**src/cfg_startup_pkg.sv**
```systemverilog
package cfg_startup_pkg;
  // ==========================================================
  // Timing
  localparam int CLK_PERIOD_NS  = 40;
  localparam int POR_RELEASE_NS = 5000;
  localparam int POR_CYCLES     = POR_RELEASE_NS / CLK_PERIOD_NS;
  localparam int PULSE_CYCLES   = 4;
  localparam int STEP_CYCLES    = 4;
  localparam int CNT_W          = 8;
  // ==========================================================
  // Register map
  localparam int         AW          = 4;
  localparam logic [3:0] OFS_OPTIONS = 4'h0;
  localparam logic [3:0] OFS_STATUS  = 4'h4;
  localparam logic [3:0] OFS_CONTROL = 4'h8;
  localparam logic [3:0] OFS_COUNT   = 4'hc;
  localparam logic [6:0] OPTIONS_RST = 7'h00;
  localparam int         CTRL_CLRERR = 0;
  localparam int         STAT_ERR    = 4;
  localparam int         STAT_USER   = 5;
  localparam logic [1:0] RESP_OKAY   = 2'h0;
  localparam logic [1:0] RESP_SLVERR = 2'h2;
  // ==========================================================
  // Types
  typedef struct packed {
    logic serialScheme;
    logic compress;
    logic initDoneEn;
    logic chipOe;
    logic chipReset;
    logic clearsFirst;
    logic autoRestart;
  } options_t;
  typedef struct packed {
    logic       valid;
    logic       last;
    logic       error;
    logic [7:0] data;
  } frame_t;
  typedef enum logic [2:0] {
    ST_POWERUP  = 3'h0,
    ST_RESET    = 3'h1,
    ST_WAIT     = 3'h2,
    ST_CONFIG   = 3'h3,
    ST_ERRHOLD  = 3'h4,
    ST_ERRPULSE = 3'h5,
    ST_INIT     = 3'h6,
    ST_USER     = 3'h7
  } state_t;
endpackage

```
**src/cfg_decompressor.sv**
```systemverilog
`timescale 1ns/10ps
`default_nettype none
// ==========================================================
// Zero-run expander: 0x00 then n gives n+1 zero bytes
module cfg_decompressor (
  input  wire logic       clk,
  input  wire logic       rst,
  input  wire logic       enable,
  input  wire logic       compress,
  input  wire logic       inValid,
  input  wire logic       inLast,
  input  wire logic [7:0] inData,
  output var  logic       inReady,
  output var  logic       outValid,
  output var  logic       outLast,
  output var  logic [7:0] outData
);
  logic [7:0] runFf;
  logic       expectFf;
  logic       runLastFf;
  logic       take;
  logic [7:0] nxt_run;

  assign take = inValid && inReady;

  always_comb begin
    nxt_run = runFf;
    if (runFf != 8'h00) begin
      nxt_run = runFf - 8'h01;
    end else if (take && compress && expectFf) begin
      nxt_run = inData;
    end
  end

  always_ff @(posedge clk or posedge rst) begin
    if (rst) begin
      runFf     <= 8'h00;
      expectFf  <= 1'b0;
      runLastFf <= 1'b0;
      inReady   <= 1'b0;
      outValid  <= 1'b0;
      outLast   <= 1'b0;
      outData   <= 8'h00;
    end else if (!enable) begin
      runFf    <= 8'h00;
      expectFf <= 1'b0;
      inReady  <= 1'b0;
      outValid <= 1'b0;
      outLast  <= 1'b0;
    end else begin
      runFf    <= nxt_run;
      inReady  <= (nxt_run == 8'h00);
      outValid <= 1'b0;
      outLast  <= 1'b0;
      if (runFf != 8'h00) begin
        outValid <= 1'b1;
        outData  <= 8'h00;
        outLast  <= (runFf == 8'h01) && runLastFf;
      end else if (take && compress && expectFf) begin // RULE17
        expectFf  <= 1'b0;
        runLastFf <= inLast;
        outValid  <= 1'b1;
        outData   <= 8'h00;
        outLast   <= inLast && (inData == 8'h00);
      end else if (take && compress && inData == 8'h00) begin
        expectFf <= 1'b1;
      end else if (take) begin // RULE18
        outValid <= 1'b1;
        outData  <= inData;
        outLast  <= inLast;
      end
    end
  end
endmodule // cfg_decompressor
`default_nettype wire

```
**src/cfg_axil_slave.sv**
```systemverilog
`timescale 1ns/10ps
`default_nettype none
// ==========================================================
// AXI4-Lite slave front end
module cfg_axil_slave (
  input  wire logic                               clk,
  input  wire logic                               rst,
  input  wire logic [cfg_startup_pkg::AW-1:0]     awaddr,
  input  wire logic                               awvalid,
  output var  logic                               awready,
  input  wire logic [31:0]                        wdata,
  input  wire logic [3:0]                         wstrb,
  input  wire logic                               wvalid,
  output var  logic                               wready,
  output var  logic [1:0]                         bresp,
  output var  logic                               bvalid,
  input  wire logic                               bready,
  input  wire logic [cfg_startup_pkg::AW-1:0]     araddr,
  input  wire logic                               arvalid,
  output var  logic                               arready,
  output var  logic [31:0]                        rdata,
  output var  logic [1:0]                         rresp,
  output var  logic                               rvalid,
  input  wire logic                               rready,
  output var  logic                               wrEn,
  output var  logic [cfg_startup_pkg::AW-1:0]     wrAddr,
  output var  logic [31:0]                        wrData,
  output var  logic [3:0]                         wrStrb,
  input  wire logic                               wrHit,
  input  wire logic [31:0]                        rdData,
  input  wire logic                               rdHit
);
  import cfg_startup_pkg::*;
  logic awHeldFf;
  logic wHeldFf;
  logic nxt_awHeld;
  logic nxt_wHeld;
  logic nxt_bvalid;
  logic nxt_rvalid;

  assign wrEn = awHeldFf && wHeldFf && !bvalid;

  always_comb begin
    nxt_awHeld = (awHeldFf || (awvalid && awready)) && !wrEn;
    nxt_wHeld  = (wHeldFf || (wvalid && wready)) && !wrEn;
    nxt_bvalid = wrEn || (bvalid && !bready);
    nxt_rvalid = (arvalid && arready) || (rvalid && !rready);
  end

  always_ff @(posedge clk or posedge rst) begin
    if (rst) begin
      awHeldFf <= 1'b0;
      wHeldFf  <= 1'b0;
      awready  <= 1'b0;
      wready   <= 1'b0;
      bvalid   <= 1'b0;
      bresp    <= RESP_OKAY;
      wrAddr   <= '0;
      wrData   <= 32'h0;
      wrStrb   <= 4'h0;
    end else begin
      awHeldFf <= nxt_awHeld;
      wHeldFf  <= nxt_wHeld;
      awready  <= !nxt_awHeld && !nxt_bvalid;
      wready   <= !nxt_wHeld && !nxt_bvalid;
      bvalid   <= nxt_bvalid;
      if (awvalid && awready) begin
        wrAddr <= awaddr;
      end
      if (wvalid && wready) begin
        wrData <= wdata;
        wrStrb <= wstrb;
      end
      if (wrEn) begin
        bresp <= wrHit ? RESP_OKAY : RESP_SLVERR;
      end
    end
  end

  always_ff @(posedge clk or posedge rst) begin
    if (rst) begin
      arready <= 1'b0;
      rvalid  <= 1'b0;
      rdata   <= 32'h0;
      rresp   <= RESP_OKAY;
    end else begin
      rvalid  <= nxt_rvalid;
      arready <= !nxt_rvalid;
      if (arvalid && arready) begin
        rdata <= rdHit ? rdData : 32'h0;
        rresp <= rdHit ? RESP_OKAY : RESP_SLVERR;
      end
    end
  end
endmodule // cfg_axil_slave
`default_nettype wire

```
**src/cfg_startup_ctrl.sv**
```systemverilog
`timescale 1ns/10ps
`default_nettype none
// Notes on behaviour
// RULE1: No auto restart: halt after error, wait
// RULE2: No auto restart: hold status line low
// RULE3: Restart request low then high reconfigures
// RULE4: Auto restart: pulse status low, then release
// RULE5: Auto restart: resume once status returns high
// RULE6: Config source resets on status pulse
// RULE7: All I/O tri-stated throughout configuration
// RULE8: Option off: tri-states released before clears
// RULE9: Option on: clears released before tri-states
// RULE10: Chip reset: clear pin low clears registers
// RULE11: Chip reset off: clear pin is user I/O
// RULE12: Chip OE: OE pin low tri-states user I/O
// RULE13: Chip OE off: OE pin is user I/O
// RULE14: Done output enabled: low during configuration
// RULE15: Done output released on entering user mode
// RULE16: Done output disabled: never driven
// RULE17: Compression on: expand the incoming stream
// RULE18: Compression off: pass data unchanged
// RULE19: Compression only in serial schemes
// RULE20: Status low in config/init is error; ignored later
// RULE21: Restart low anywhere: reset, tri-state, reconfigure
// RULE22: Options latched at configuration start only; the done output enable reads initDoneEn live from optionsFf
module cfg_startup_ctrl (
  input  wire logic                            clk,
  input  wire logic                            rst,
  input  wire logic [cfg_startup_pkg::AW-1:0]  awaddr,
  input  wire logic                            awvalid,
  output var  logic                            awready,
  input  wire logic [31:0]                     wdata,
  input  wire logic [3:0]                      wstrb,
  input  wire logic                            wvalid,
  output var  logic                            wready,
  output var  logic [1:0]                      bresp,
  output var  logic                            bvalid,
  input  wire logic                            bready,
  input  wire logic [cfg_startup_pkg::AW-1:0]  araddr,
  input  wire logic                            arvalid,
  output var  logic                            arready,
  output var  logic [31:0]                     rdata,
  output var  logic [1:0]                      rresp,
  output var  logic                            rvalid,
  input  wire logic                            rready,
  input  wire logic                            configRestartRequestN,
  input  wire logic                            configStatusLineIn,
  output var  logic                            configStatusLineOut,
  output var  logic                            configStatusLineOe,
  input  wire cfg_startup_pkg::frame_t         frameIn,
  output var  logic                            frameReady,
  output var  logic                            cfgByteValid,
  output var  logic                            cfgByteLast,
  output var  logic [7:0]                      cfgByte,
  input  wire logic                            globalClearN,
  input  wire logic                            globalOutputEnable,
  output var  logic                            userClearPin,
  output var  logic                            userOePin,
  output var  logic                            regClear,
  output var  logic                            ioTristate,
  output var  logic                            initDoneOut,
  output var  logic                            initDoneOe,
  output var  logic                            userMode
);
  import cfg_startup_pkg::*;

  // ==========================================================
  // Register access
  function automatic logic regHit(input logic [AW-1:0] a);
    regHit = (a == OFS_OPTIONS) || (a == OFS_STATUS) ||
             (a == OFS_CONTROL) || (a == OFS_COUNT);
  endfunction

  state_t     stateFf;
  state_t     nxt_state;
  options_t   optionsFf;
  options_t   activeFf;
  logic [CNT_W-1:0] cntFf;
  logic       phaseFf;
  logic       errFlagFf;
  logic [15:0] countFf;
  logic       wrEn;
  logic [AW-1:0] wrAddr;
  logic [31:0] wrData;
  logic [3:0] wrStrb;
  logic [31:0] rdData;
  logic       useCompress;
  logic       decLast;
  logic       errEvent;
  logic       clearErr;
  logic       nxt_phase;

  cfg_axil_slave u_axil (
    .clk     (clk),
    .rst     (rst),
    .awaddr  (awaddr),
    .awvalid (awvalid),
    .awready (awready),
    .wdata   (wdata),
    .wstrb   (wstrb),
    .wvalid  (wvalid),
    .wready  (wready),
    .bresp   (bresp),
    .bvalid  (bvalid),
    .bready  (bready),
    .araddr  (araddr),
    .arvalid (arvalid),
    .arready (arready),
    .rdata   (rdata),
    .rresp   (rresp),
    .rvalid  (rvalid),
    .rready  (rready),
    .wrEn    (wrEn),
    .wrAddr  (wrAddr),
    .wrData  (wrData),
    .wrStrb  (wrStrb),
    .wrHit   (regHit(wrAddr)),
    .rdData  (rdData),
    .rdHit   (regHit(araddr))
  );

  always_comb begin
    case (araddr)
      OFS_OPTIONS: rdData = {25'h0, optionsFf};
      OFS_STATUS:  rdData = {26'h0, userMode, errFlagFf, 1'b0, stateFf};
      OFS_COUNT:   rdData = {16'h0, countFf};
      default:     rdData = 32'h0;
    endcase
  end

  assign clearErr = wrEn && wrAddr == OFS_CONTROL && wrStrb[0] && wrData[CTRL_CLRERR];

  always_ff @(posedge clk or posedge rst) begin
    if (rst) begin
      optionsFf <= options_t'(OPTIONS_RST);
    end else if (wrEn && wrAddr == OFS_OPTIONS && wrStrb[0]) begin
      optionsFf <= options_t'(wrData[6:0]);
    end
  end

  // Snapshot so later software writes cannot disturb a running start-up, except initDoneEn, which the done output reads from optionsFf
  always_ff @(posedge clk or posedge rst) begin
    if (rst) begin
      activeFf <= options_t'(OPTIONS_RST);
    end else if (nxt_state == ST_CONFIG && stateFf != ST_CONFIG) begin
      activeFf <= optionsFf; // RULE22
    end
  end

  // ==========================================================
  // Configuration data path
  assign useCompress = activeFf.compress && activeFf.serialScheme; // RULE19
  assign errEvent    = stateFf == ST_CONFIG &&
                       frameIn.valid && frameReady && frameIn.error;

  cfg_decompressor u_decomp (
    .clk      (clk),
    .rst      (rst),
    .enable   (nxt_state == ST_CONFIG),
    .compress (useCompress),
    .inValid  (frameIn.valid),
    .inLast   (frameIn.last),
    .inData   (frameIn.data),
    .inReady  (frameReady),
    .outValid (cfgByteValid),
    .outLast  (cfgByteLast),
    .outData  (cfgByte)
  );

  assign decLast = cfgByteValid && cfgByteLast;

  always_ff @(posedge clk or posedge rst) begin
    if (rst) begin
      countFf <= 16'h0;
    end else if (stateFf != ST_CONFIG && nxt_state == ST_CONFIG) begin
      countFf <= 16'h0;
    end else if (cfgByteValid) begin
      countFf <= countFf + 16'h1;
    end
  end

  // Hardware set beats a same-cycle software clear
  always_ff @(posedge clk or posedge rst) begin
    if (rst) begin
      errFlagFf <= 1'b0;
    end else if (nxt_state == ST_ERRHOLD || nxt_state == ST_ERRPULSE) begin
      errFlagFf <= 1'b1;
    end else if (clearErr) begin
      errFlagFf <= 1'b0;
    end
  end

  // ==========================================================
  // Start-up sequencer
  always_comb begin
    nxt_state = stateFf;
    nxt_phase = phaseFf;
    if (!configRestartRequestN) begin
      nxt_state = ST_RESET; // RULE21 RULE3
      nxt_phase = 1'b0;
    end else begin
      case (stateFf)
        ST_POWERUP: begin
          if (cntFf == '0) nxt_state = ST_WAIT;
        end
        ST_RESET: begin
          nxt_state = ST_WAIT; // RULE3
        end
        ST_WAIT: begin
          if (configStatusLineIn) nxt_state = ST_CONFIG; // RULE5
        end
        ST_CONFIG: begin
          if (errEvent || !configStatusLineIn) begin // RULE20
            nxt_state = activeFf.autoRestart ? ST_ERRPULSE : ST_ERRHOLD;
          end else if (decLast) begin
            nxt_state = ST_INIT;
          end
        end
        ST_ERRHOLD: begin
          nxt_state = ST_ERRHOLD; // RULE1
        end
        ST_ERRPULSE: begin
          if (cntFf == '0) nxt_state = ST_WAIT; // RULE4
        end
        ST_INIT: begin
          if (!configStatusLineIn) begin // RULE20
            nxt_state = activeFf.autoRestart ? ST_ERRPULSE : ST_ERRHOLD;
            nxt_phase = 1'b0;
          end else if (cntFf == '0 && !phaseFf) begin
            nxt_phase = 1'b1;
          end else if (cntFf == '0) begin
            nxt_state = ST_USER;
            nxt_phase = 1'b0;
          end
        end
        ST_USER: begin
          nxt_state = ST_USER; // RULE20
        end
        default: begin
          nxt_state = ST_RESET;
        end
      endcase
    end
  end

  always_ff @(posedge clk or posedge rst) begin
    if (rst) begin
      stateFf <= ST_POWERUP;
      phaseFf <= 1'b0;
    end else begin
      stateFf <= nxt_state;
      phaseFf <= nxt_phase;
    end
  end

  always_ff @(posedge clk or posedge rst) begin
    if (rst) begin
      cntFf <= CNT_W'(POR_CYCLES - 1);
    end else if (nxt_state == ST_ERRPULSE && stateFf != ST_ERRPULSE) begin
      cntFf <= CNT_W'(PULSE_CYCLES - 1);
    end else if ((nxt_state == ST_INIT && stateFf != ST_INIT) || nxt_phase != phaseFf) begin
      cntFf <= CNT_W'(STEP_CYCLES - 1);
    end else if (cntFf != '0) begin
      cntFf <= cntFf - CNT_W'(1);
    end
  end

  // ==========================================================
  // Pin drivers, all registered; status, clear, tri-state and done pins from the next state
  always_ff @(posedge clk or posedge rst) begin
    if (rst) begin
      configStatusLineOut <= 1'b0;
      configStatusLineOe  <= 1'b1;
    end else begin
      configStatusLineOut <= 1'b0;
      configStatusLineOe  <= nxt_state == ST_POWERUP || nxt_state == ST_RESET ||
                             nxt_state == ST_ERRHOLD || nxt_state == ST_ERRPULSE; // RULE2 RULE4
    end
  end

  always_ff @(posedge clk or posedge rst) begin
    if (rst) begin
      regClear   <= 1'b1;
      ioTristate <= 1'b1;
    end else if (nxt_state == ST_USER) begin
      regClear   <= activeFf.chipReset && !globalClearN; // RULE10
      ioTristate <= activeFf.chipOe && !globalOutputEnable; // RULE12
    end else if (nxt_state == ST_INIT && nxt_phase) begin
      regClear   <= !activeFf.clearsFirst; // RULE9
      ioTristate <= activeFf.clearsFirst; // RULE8
    end else begin
      regClear   <= 1'b1;
      ioTristate <= 1'b1; // RULE7 RULE21
    end
  end

  // Pins whose option is off are handed through to user logic
  always_ff @(posedge clk or posedge rst) begin
    if (rst) begin
      userClearPin <= 1'b1;
      userOePin    <= 1'b1;
    end else begin
      userClearPin <= activeFf.chipReset ? 1'b1 : globalClearN; // RULE11
      userOePin    <= activeFf.chipOe ? 1'b1 : globalOutputEnable; // RULE13
    end
  end

  always_ff @(posedge clk or posedge rst) begin
    if (rst) begin
      initDoneOut <= 1'b0;
      initDoneOe  <= 1'b0;
      userMode    <= 1'b0;
    end else begin
      initDoneOut <= 1'b0;
      initDoneOe  <= optionsFf.initDoneEn && nxt_state != ST_USER; // RULE14 RULE15 RULE16
      userMode    <= nxt_state == ST_USER;
    end
  end
endmodule // cfg_startup_ctrl
`default_nettype wire

```
**config.mk**
```make
export PLATFORM = sky130hd
export DESIGN_NAME = cfg_startup_ctrl
export DESIGN_NICKNAME = d
export VERILOG_FILES = /design/src/cfg_startup_pkg.sv /design/src/cfg_decompressor.sv /design/src/cfg_axil_slave.sv /design/src/cfg_startup_ctrl.sv
export SDC_FILE = /design/constraint.sdc
export NUM_CORES = 1
export LEC_CHECK = 0
export ABC_AREA = 0
export BUFFER_PORTS_ARGS = -buffer_cell sky130_fd_sc_hd__buf_2
export CAP_MARGIN = 20
export CELL_PAD_IN_SITES_DETAIL_PLACEMENT = 0
export CELL_PAD_IN_SITES_GLOBAL_PLACEMENT = 2
export CORE_MARGIN = 1.5
export CORE_UTILIZATION = 33
export DETAILED_ROUTE_END_ITERATION = 10
export PLACE_DENSITY = 0.8
export SLEW_MARGIN = 5
export SYNTH_ARGS = -nofsm -noshare
export SYNTH_HDL_FRONTEND = slang
export SYNTH_HIERARCHICAL = 1
export SYNTH_SLANG_ARGS = --single-unit
```
**constraint.sdc**
```tcl
create_clock -name clk -period 3.1 [get_ports clk]
set_input_delay 0.93 -clock clk [delete_from_list [all_inputs] [get_ports clk]]
set_output_delay 0.93 -clock clk [all_outputs]
set_load 0.02 [all_outputs]
```
Word level (Yosys, flattened, before mapping)
Index checks and enable logic that the tools add are counted.
{"block": "word_totals", "ff_bits": 125, "output_inout_bits": 61}
{"block": "classes", "addsub": 3, "eq_ne": 28, "muxes": 54, "n_bitwise": 1, "reduce_logical": 81}
{"op": "$mux W8", "n": 10}
{"op": "$mux W16", "n": 3}
{"op": "$pmux W16 S3", "n": 1}
{"op": "$logic_and A1 B1 Y1", "n": 35}
{"op": "$mux W1", "n": 29}
{"op": "$eq A3 B3 Y1 const B", "n": 8}
{"op": "$logic_not A8 Y1", "n": 3}
{"op": "$mux W3", "n": 8}
{"op": "$pmux W3 S7", "n": 1}
{"op": "$add A16 B1 Y16 const B", "n": 1}
{"op": "$eq A4 B4 Y1 const B", "n": 4}
{"op": "$logic_or A1 B1 Y1", "n": 16}
{"op": "$reduce_bool A8 Y1", "n": 2}
{"op": "$sub A8 B1 Y8 const B", "n": 2}
{"op": "$logic_not A1 Y1", "n": 13}
{"op": "$ne A3 B3 Y1 const B", "n": 4}
{"op": "$eq A3 B2 Y1 const B", "n": 3}
{"op": "$eq A4 B3 Y1 const B", "n": 2}
{"op": "$eq A8 B1 Y1 const B", "n": 1}
{"op": "$logic_not A4 Y1", "n": 2}
{"op": "$eq A3 B1 Y1 const B", "n": 2}
{"op": "$logic_not A3 Y1", "n": 2}
{"op": "$reduce_and A3 Y1", "n": 2}
{"op": "$reduce_bool A3 Y1", "n": 2}
{"op": "other kinds (9)", "n": 11}

Logic depth before layout (Yosys ltp)
{"block": "depth", "ltp_word": 13, "depth_mapped": 14, "ltp_nobuf": 13}

Modules after synthesis
Netlist, hierarchy kept.
{"mod": "cfg_axil_slave", "instances": 1, "cells_per_inst": 261, "area_per_inst_um2": 3299.4, "seq_area_each_um2": 2026.9}
{"mod": "cfg_startup_ctrl", "instances": 1, "cells_per_inst": 270, "area_per_inst_um2": 2687.6, "seq_area_each_um2": 1238.7}
{"mod": "cfg_decompressor", "instances": 1, "cells_per_inst": 118, "area_per_inst_um2": 1224.9, "seq_area_each_um2": 525.5}

Least setup slack after synthesis
OpenSTA, ideal clock, no wires.
{"block": "synth_path", "kind": "input to register", "start": "in configStatusLineIn", "end": "reg u_decomp.outData[0]", "setup_ns": 0.066, "t_arrival_ns": 3.049, "required_time_ns": 3.034, "slack_ns": -0.015, "path_stages": 10, "path_cell_list": "clkbuf_1 nand2_1 o2bb2ai_1 or4b_1 buf_2 nor3_1 clkbuf_1 and4_1 clkbuf_1 a22o_1"}
{"block": "synth_between", "elab_chain_cells": 7, "elab_cells_between_ends": 9, "classes_between": "eq/ne (1); mux (5); reduce/logical (3)"}
{"element": "from (decl)", "line": "cfg_startup_ctrl.sv:47", "text": "input wire logic configStatusLineIn,"}
{"element": "$logic_not A1 Y1"}
{"element": "$logic_or A1 B1 Y1", "line": "cfg_startup_ctrl.sv:213", "text": "if (errEvent || !configStatusLineIn) begin"}
{"element": "$mux W3", "line": "cfg_startup_ctrl.sv:213"}
{"element": "$pmux W3 S7 (*)", "line": "cfg_startup_ctrl.sv:202", "text": "case (stateFf)"}
{"element": "$mux W3 (*)", "line": "cfg_startup_ctrl.sv:198", "text": "if (!configRestartRequestN) begin"}
{"element": "$eq A3 B2 Y1 (*)", "line": "cfg_startup_ctrl.sv:159", "text": ".enable (nxt_state == ST_CONFIG),"}
{"element": "$reduce_and A3 Y1 (no line) (*)"}
{"element": "to (signal assigned)", "line": "cfg_decompressor.sv:69", "text": "outData <= inData;"}
{"element": "to (decl)", "line": "cfg_decompressor.sv:16", "text": "output var logic [7:0] outData"}
Every way passes the cells marked *; elsewhere a longest branch is shown, timed or not.
A chain may end at the register's enable or synchronous reset.

Worst setup path after layout
{"block": "layout_path", "start": "reg cntFf[0]", "end": "reg u_decomp.outData[7]"}
{"block": "layout_between", "elab_chain_cells": 8, "elab_cells_between_ends": 10, "classes_between": "eq/ne (1); mux (6); reduce/logical (3)"}
{"element": "from (decl)", "line": "cfg_startup_ctrl.sv:78", "text": "logic [CNT_W-1:0] cntFf;"}
{"element": "from (signal assigned)", "line": "cfg_startup_ctrl.sv:258", "text": "cntFf <= CNT_W'(POR_CYCLES - 1);"}
{"element": "from (signal assigned)", "line": "cfg_startup_ctrl.sv:260", "text": "cntFf <= CNT_W'(PULSE_CYCLES - 1);"}
{"element": "from (signal assigned)", "line": "cfg_startup_ctrl.sv:262", "text": "cntFf <= CNT_W'(STEP_CYCLES - 1);"}
{"element": "$logic_not A8 Y1 (*)"}
{"element": "$mux W3 or $logic_and A1 B1 Y1 (tied branches)", "line": "cfg_startup_ctrl.sv:231, cfg_startup_ctrl.sv:229"}
{"element": "$mux W3", "line": "cfg_startup_ctrl.sv:229", "text": "end else if (cntFf == '0 && !phaseFf) begin"}
{"element": "$mux W3", "line": "cfg_startup_ctrl.sv:226", "text": "if (!configStatusLineIn) begin"}
{"element": "$pmux W3 S7 (*)", "line": "cfg_startup_ctrl.sv:202"}
{"element": "$mux W3 (*)", "line": "cfg_startup_ctrl.sv:198"}
{"element": "$eq A3 B2 Y1 (*)", "line": "cfg_startup_ctrl.sv:159"}
{"element": "$reduce_and A3 Y1 (no line) (*)"}
Marks and branches as above.

==> results_dict.tcl <==
set metrics [dict create \
    syn-mean-instance-area_um2 10.37 \
    cts_buffer_depth 2 \
    clock_sinks 123 \
    holdWs_ns 0.4146 \
    maxSlewHeadroom_pct 37.18 \
    status "finished with violations" \
    finClkSkew_ns 0.01131 \
    maxCapViolCount 0 \
    initial_core_util_pct 33.90 \
    multi_input_area_um2 2705 \
    violations "DRC" \
    fin_area_um2 7512 \
    die_y_um 139.3 \
    regArea_um2 3090 \
    grt_overflow_total 0 \
    worst-endpoint-required_ns 3.45 \
    cts-root-buf "clkbuf_16" \
    setup_viol 0 \
    crit_arrival_ns 3.23 \
    clock_latency_ns 0.42 \
    syn_to_final_growth_pct 22.53 \
    wl_per_cell_um 15.57 \
    maxClockFrequency_mhz 347.5 \
    num_rows 49 \
    grt_pass1_vias 4872 \
    crit_type "reg -> reg" \
    ant_nets 0 \
    grt_max_degree 44 \
    end_kind "flip-flop" \
    post_cts_buffers 0 \
    via_per_inst 4.985 \
    p_leak_uw 0.003573 \
    grt_pass1_wl_mm 24.49 \
    tritoncts "yes" \
    clkSlewWorstSetupHoldPaths_ns 0.05 \
    rsz0062_at_grt "no" \
    vias 4706 \
    cts_max_level 4 \
    place_congestion 0.8495 \
    io_buffers 94 \
    hold_viol 0 \
    nets 774 \
    period_share_pct 92.83 \
    die_w_um 139.3 \
    drt-total-wl_mm 14.70 \
    grt_use_total_pct 16.06 \
    cts_buffers 17 \
    drcViolationCount 5 \
    tightest_slew_ns 0.9409 \
    placed_cells 912 \
    dieArea_um2 19400 \
    drive_above_1_share_pct 27.97 \
    num_antenna_cells 0 \
    drv_slew 0 \
    power_density_nw_per_um2 755.4 \
    drtIter0Drc 201 \
    io_pins 127 \
    path_cells "inv_1, ha_1, nor3b_4, a211oi_1, or4b_1, nor3_1, buf_4, and4_2, a22o_1" \
    first_pass_iters 8 \
    worst-path-max-fanout 9 \
    fin_cells 944 \
    syn_area_um2 6131 \
    ir_worst_vdd_mv 0.4116 \
    holdCritPathClass "in -> async" \
    core-area_um2 18090 \
    final.setup.tns_ns 0 \
    fillers 1777 \
    post_dp_cell_area_um2 6865 \
    netlist_instances 591 \
    cpPeakStageDelay_ns 0.64 \
    post-route-min-period_ns 2.878 \
    ys_warn_count 6 \
    dp_hpwl_mm 10.66 \
    critPathSlowestCell "or4b_1" \
    antenna_found_initial 0 \
    start_kind "flip-flop" \
]
-- layout by cell type (no fill, tap or decap), drive strengths merged, types with 5 or more instances in the layout --
master	count
a21oi	16
a22o	8
and2	6
and3	15
buf	111
clkbuf	23
conb	20
dfrtp	113
dfstp	10
ha	6
inv	53
mux2	29
mux2i	16
nand2	31
nand2b	5
nand3	14
nand4	42
nor2	51
nor2b	5
nor3	9
nor4	5
o21ai	38
or2	5
xnor2	7
xor2	14
-- through the flow --
step	utilization, %	setup slack (ns)	power, µW
after global placement	37.96	-0.01029	3571
after detailed placement	37.96	-0.05346	3619
after floorplan	-	0.09380	3252
final	41.54	0.2221	5675
after global routing	41.54	0.01345	6002
after CTS	41.46	0.06935	5742
-- state kept, by name (all words and copies together) (netlist names), 3 cells and up --
signal            count
activeFf              6
cntFf                 8
countFf              16
optionsFf             7
stateFf               3
u_axil/rdata         32
u_axil/wrAddr         4
u_axil/wrData         7
u_decomp/outData      8
u_decomp/runFf        8
-- path summary, 6_finish.rpt --
path,to,cells after the start,from,slack (ns)
max in group asynchronous,userClearPin$_DFF_PP1_,3,rst,1.61
max,u_decomp/outData[7]$_DFFE_PP0P_,9,cntFf[0]$_DFFE_PP0P_,0.22
min,u_axil/wrData[6]$_DFFE_PP0P_,2,rst,0.41
min reg2reg,u_axil/wready$_DFF_PP0_,1,u_axil/wHeldFf$_DFF_PP0_,0.47
max reg2reg,u_decomp/outData[7]$_DFFE_PP0P_,9,cntFf[0]$_DFFE_PP0P_,0.22
min in group clk,u_axil/wready$_DFF_PP0_,1,u_axil/wHeldFf$_DFF_PP0_,0.47
-- final cells by class --
type | instances | share of cell area, %
multi-input combinational | 396 | 36.01
timing repair buffer | 111 | 7.961
inverter | 53 | 2.648
tap | 229 | 3.814
sequential | 123 | 41.14
clock inverter | 9 | 1.799
clock buffer | 23 | 6.629
-- critical path: cells and delay by family (launching register included) --
family / cells / cell delay (ns)
buf+inv: 2 / 0.32
fa+ha+maj: 1 / 0.31
compound gates: 2 / 0.28
flops: 1 / 0.39
simple gates: 4 / 1.53
-- metal layers --
metal | share of wire [%] | GRT usage (%)
met4 | 1.4 | 6.327
met1 | 44 | 19.74
met5 | 0 | 0
met3 | 3.7 | 3.476
met2 | 50 | 27.49
-- repair_timing --
item / CTS / global route
setup endpoints to repair: 0 / 9
hold buffers: 0 / 0
gates resized for setup: 0 / 3
-- power by group --
part / switching [µW] / total [µW] / leakage (µW) / internal [µW]
Sequential: 367 / 2410 / 0.00159 / 2040
Combinational: 618 / 1180 / 0.00168 / 564
Clock: 713 / 2090 / 0.000302 / 1370
Total: 1700 / 5670 / 0.00357 / 3980
Power figures use the tool's default switching activity.
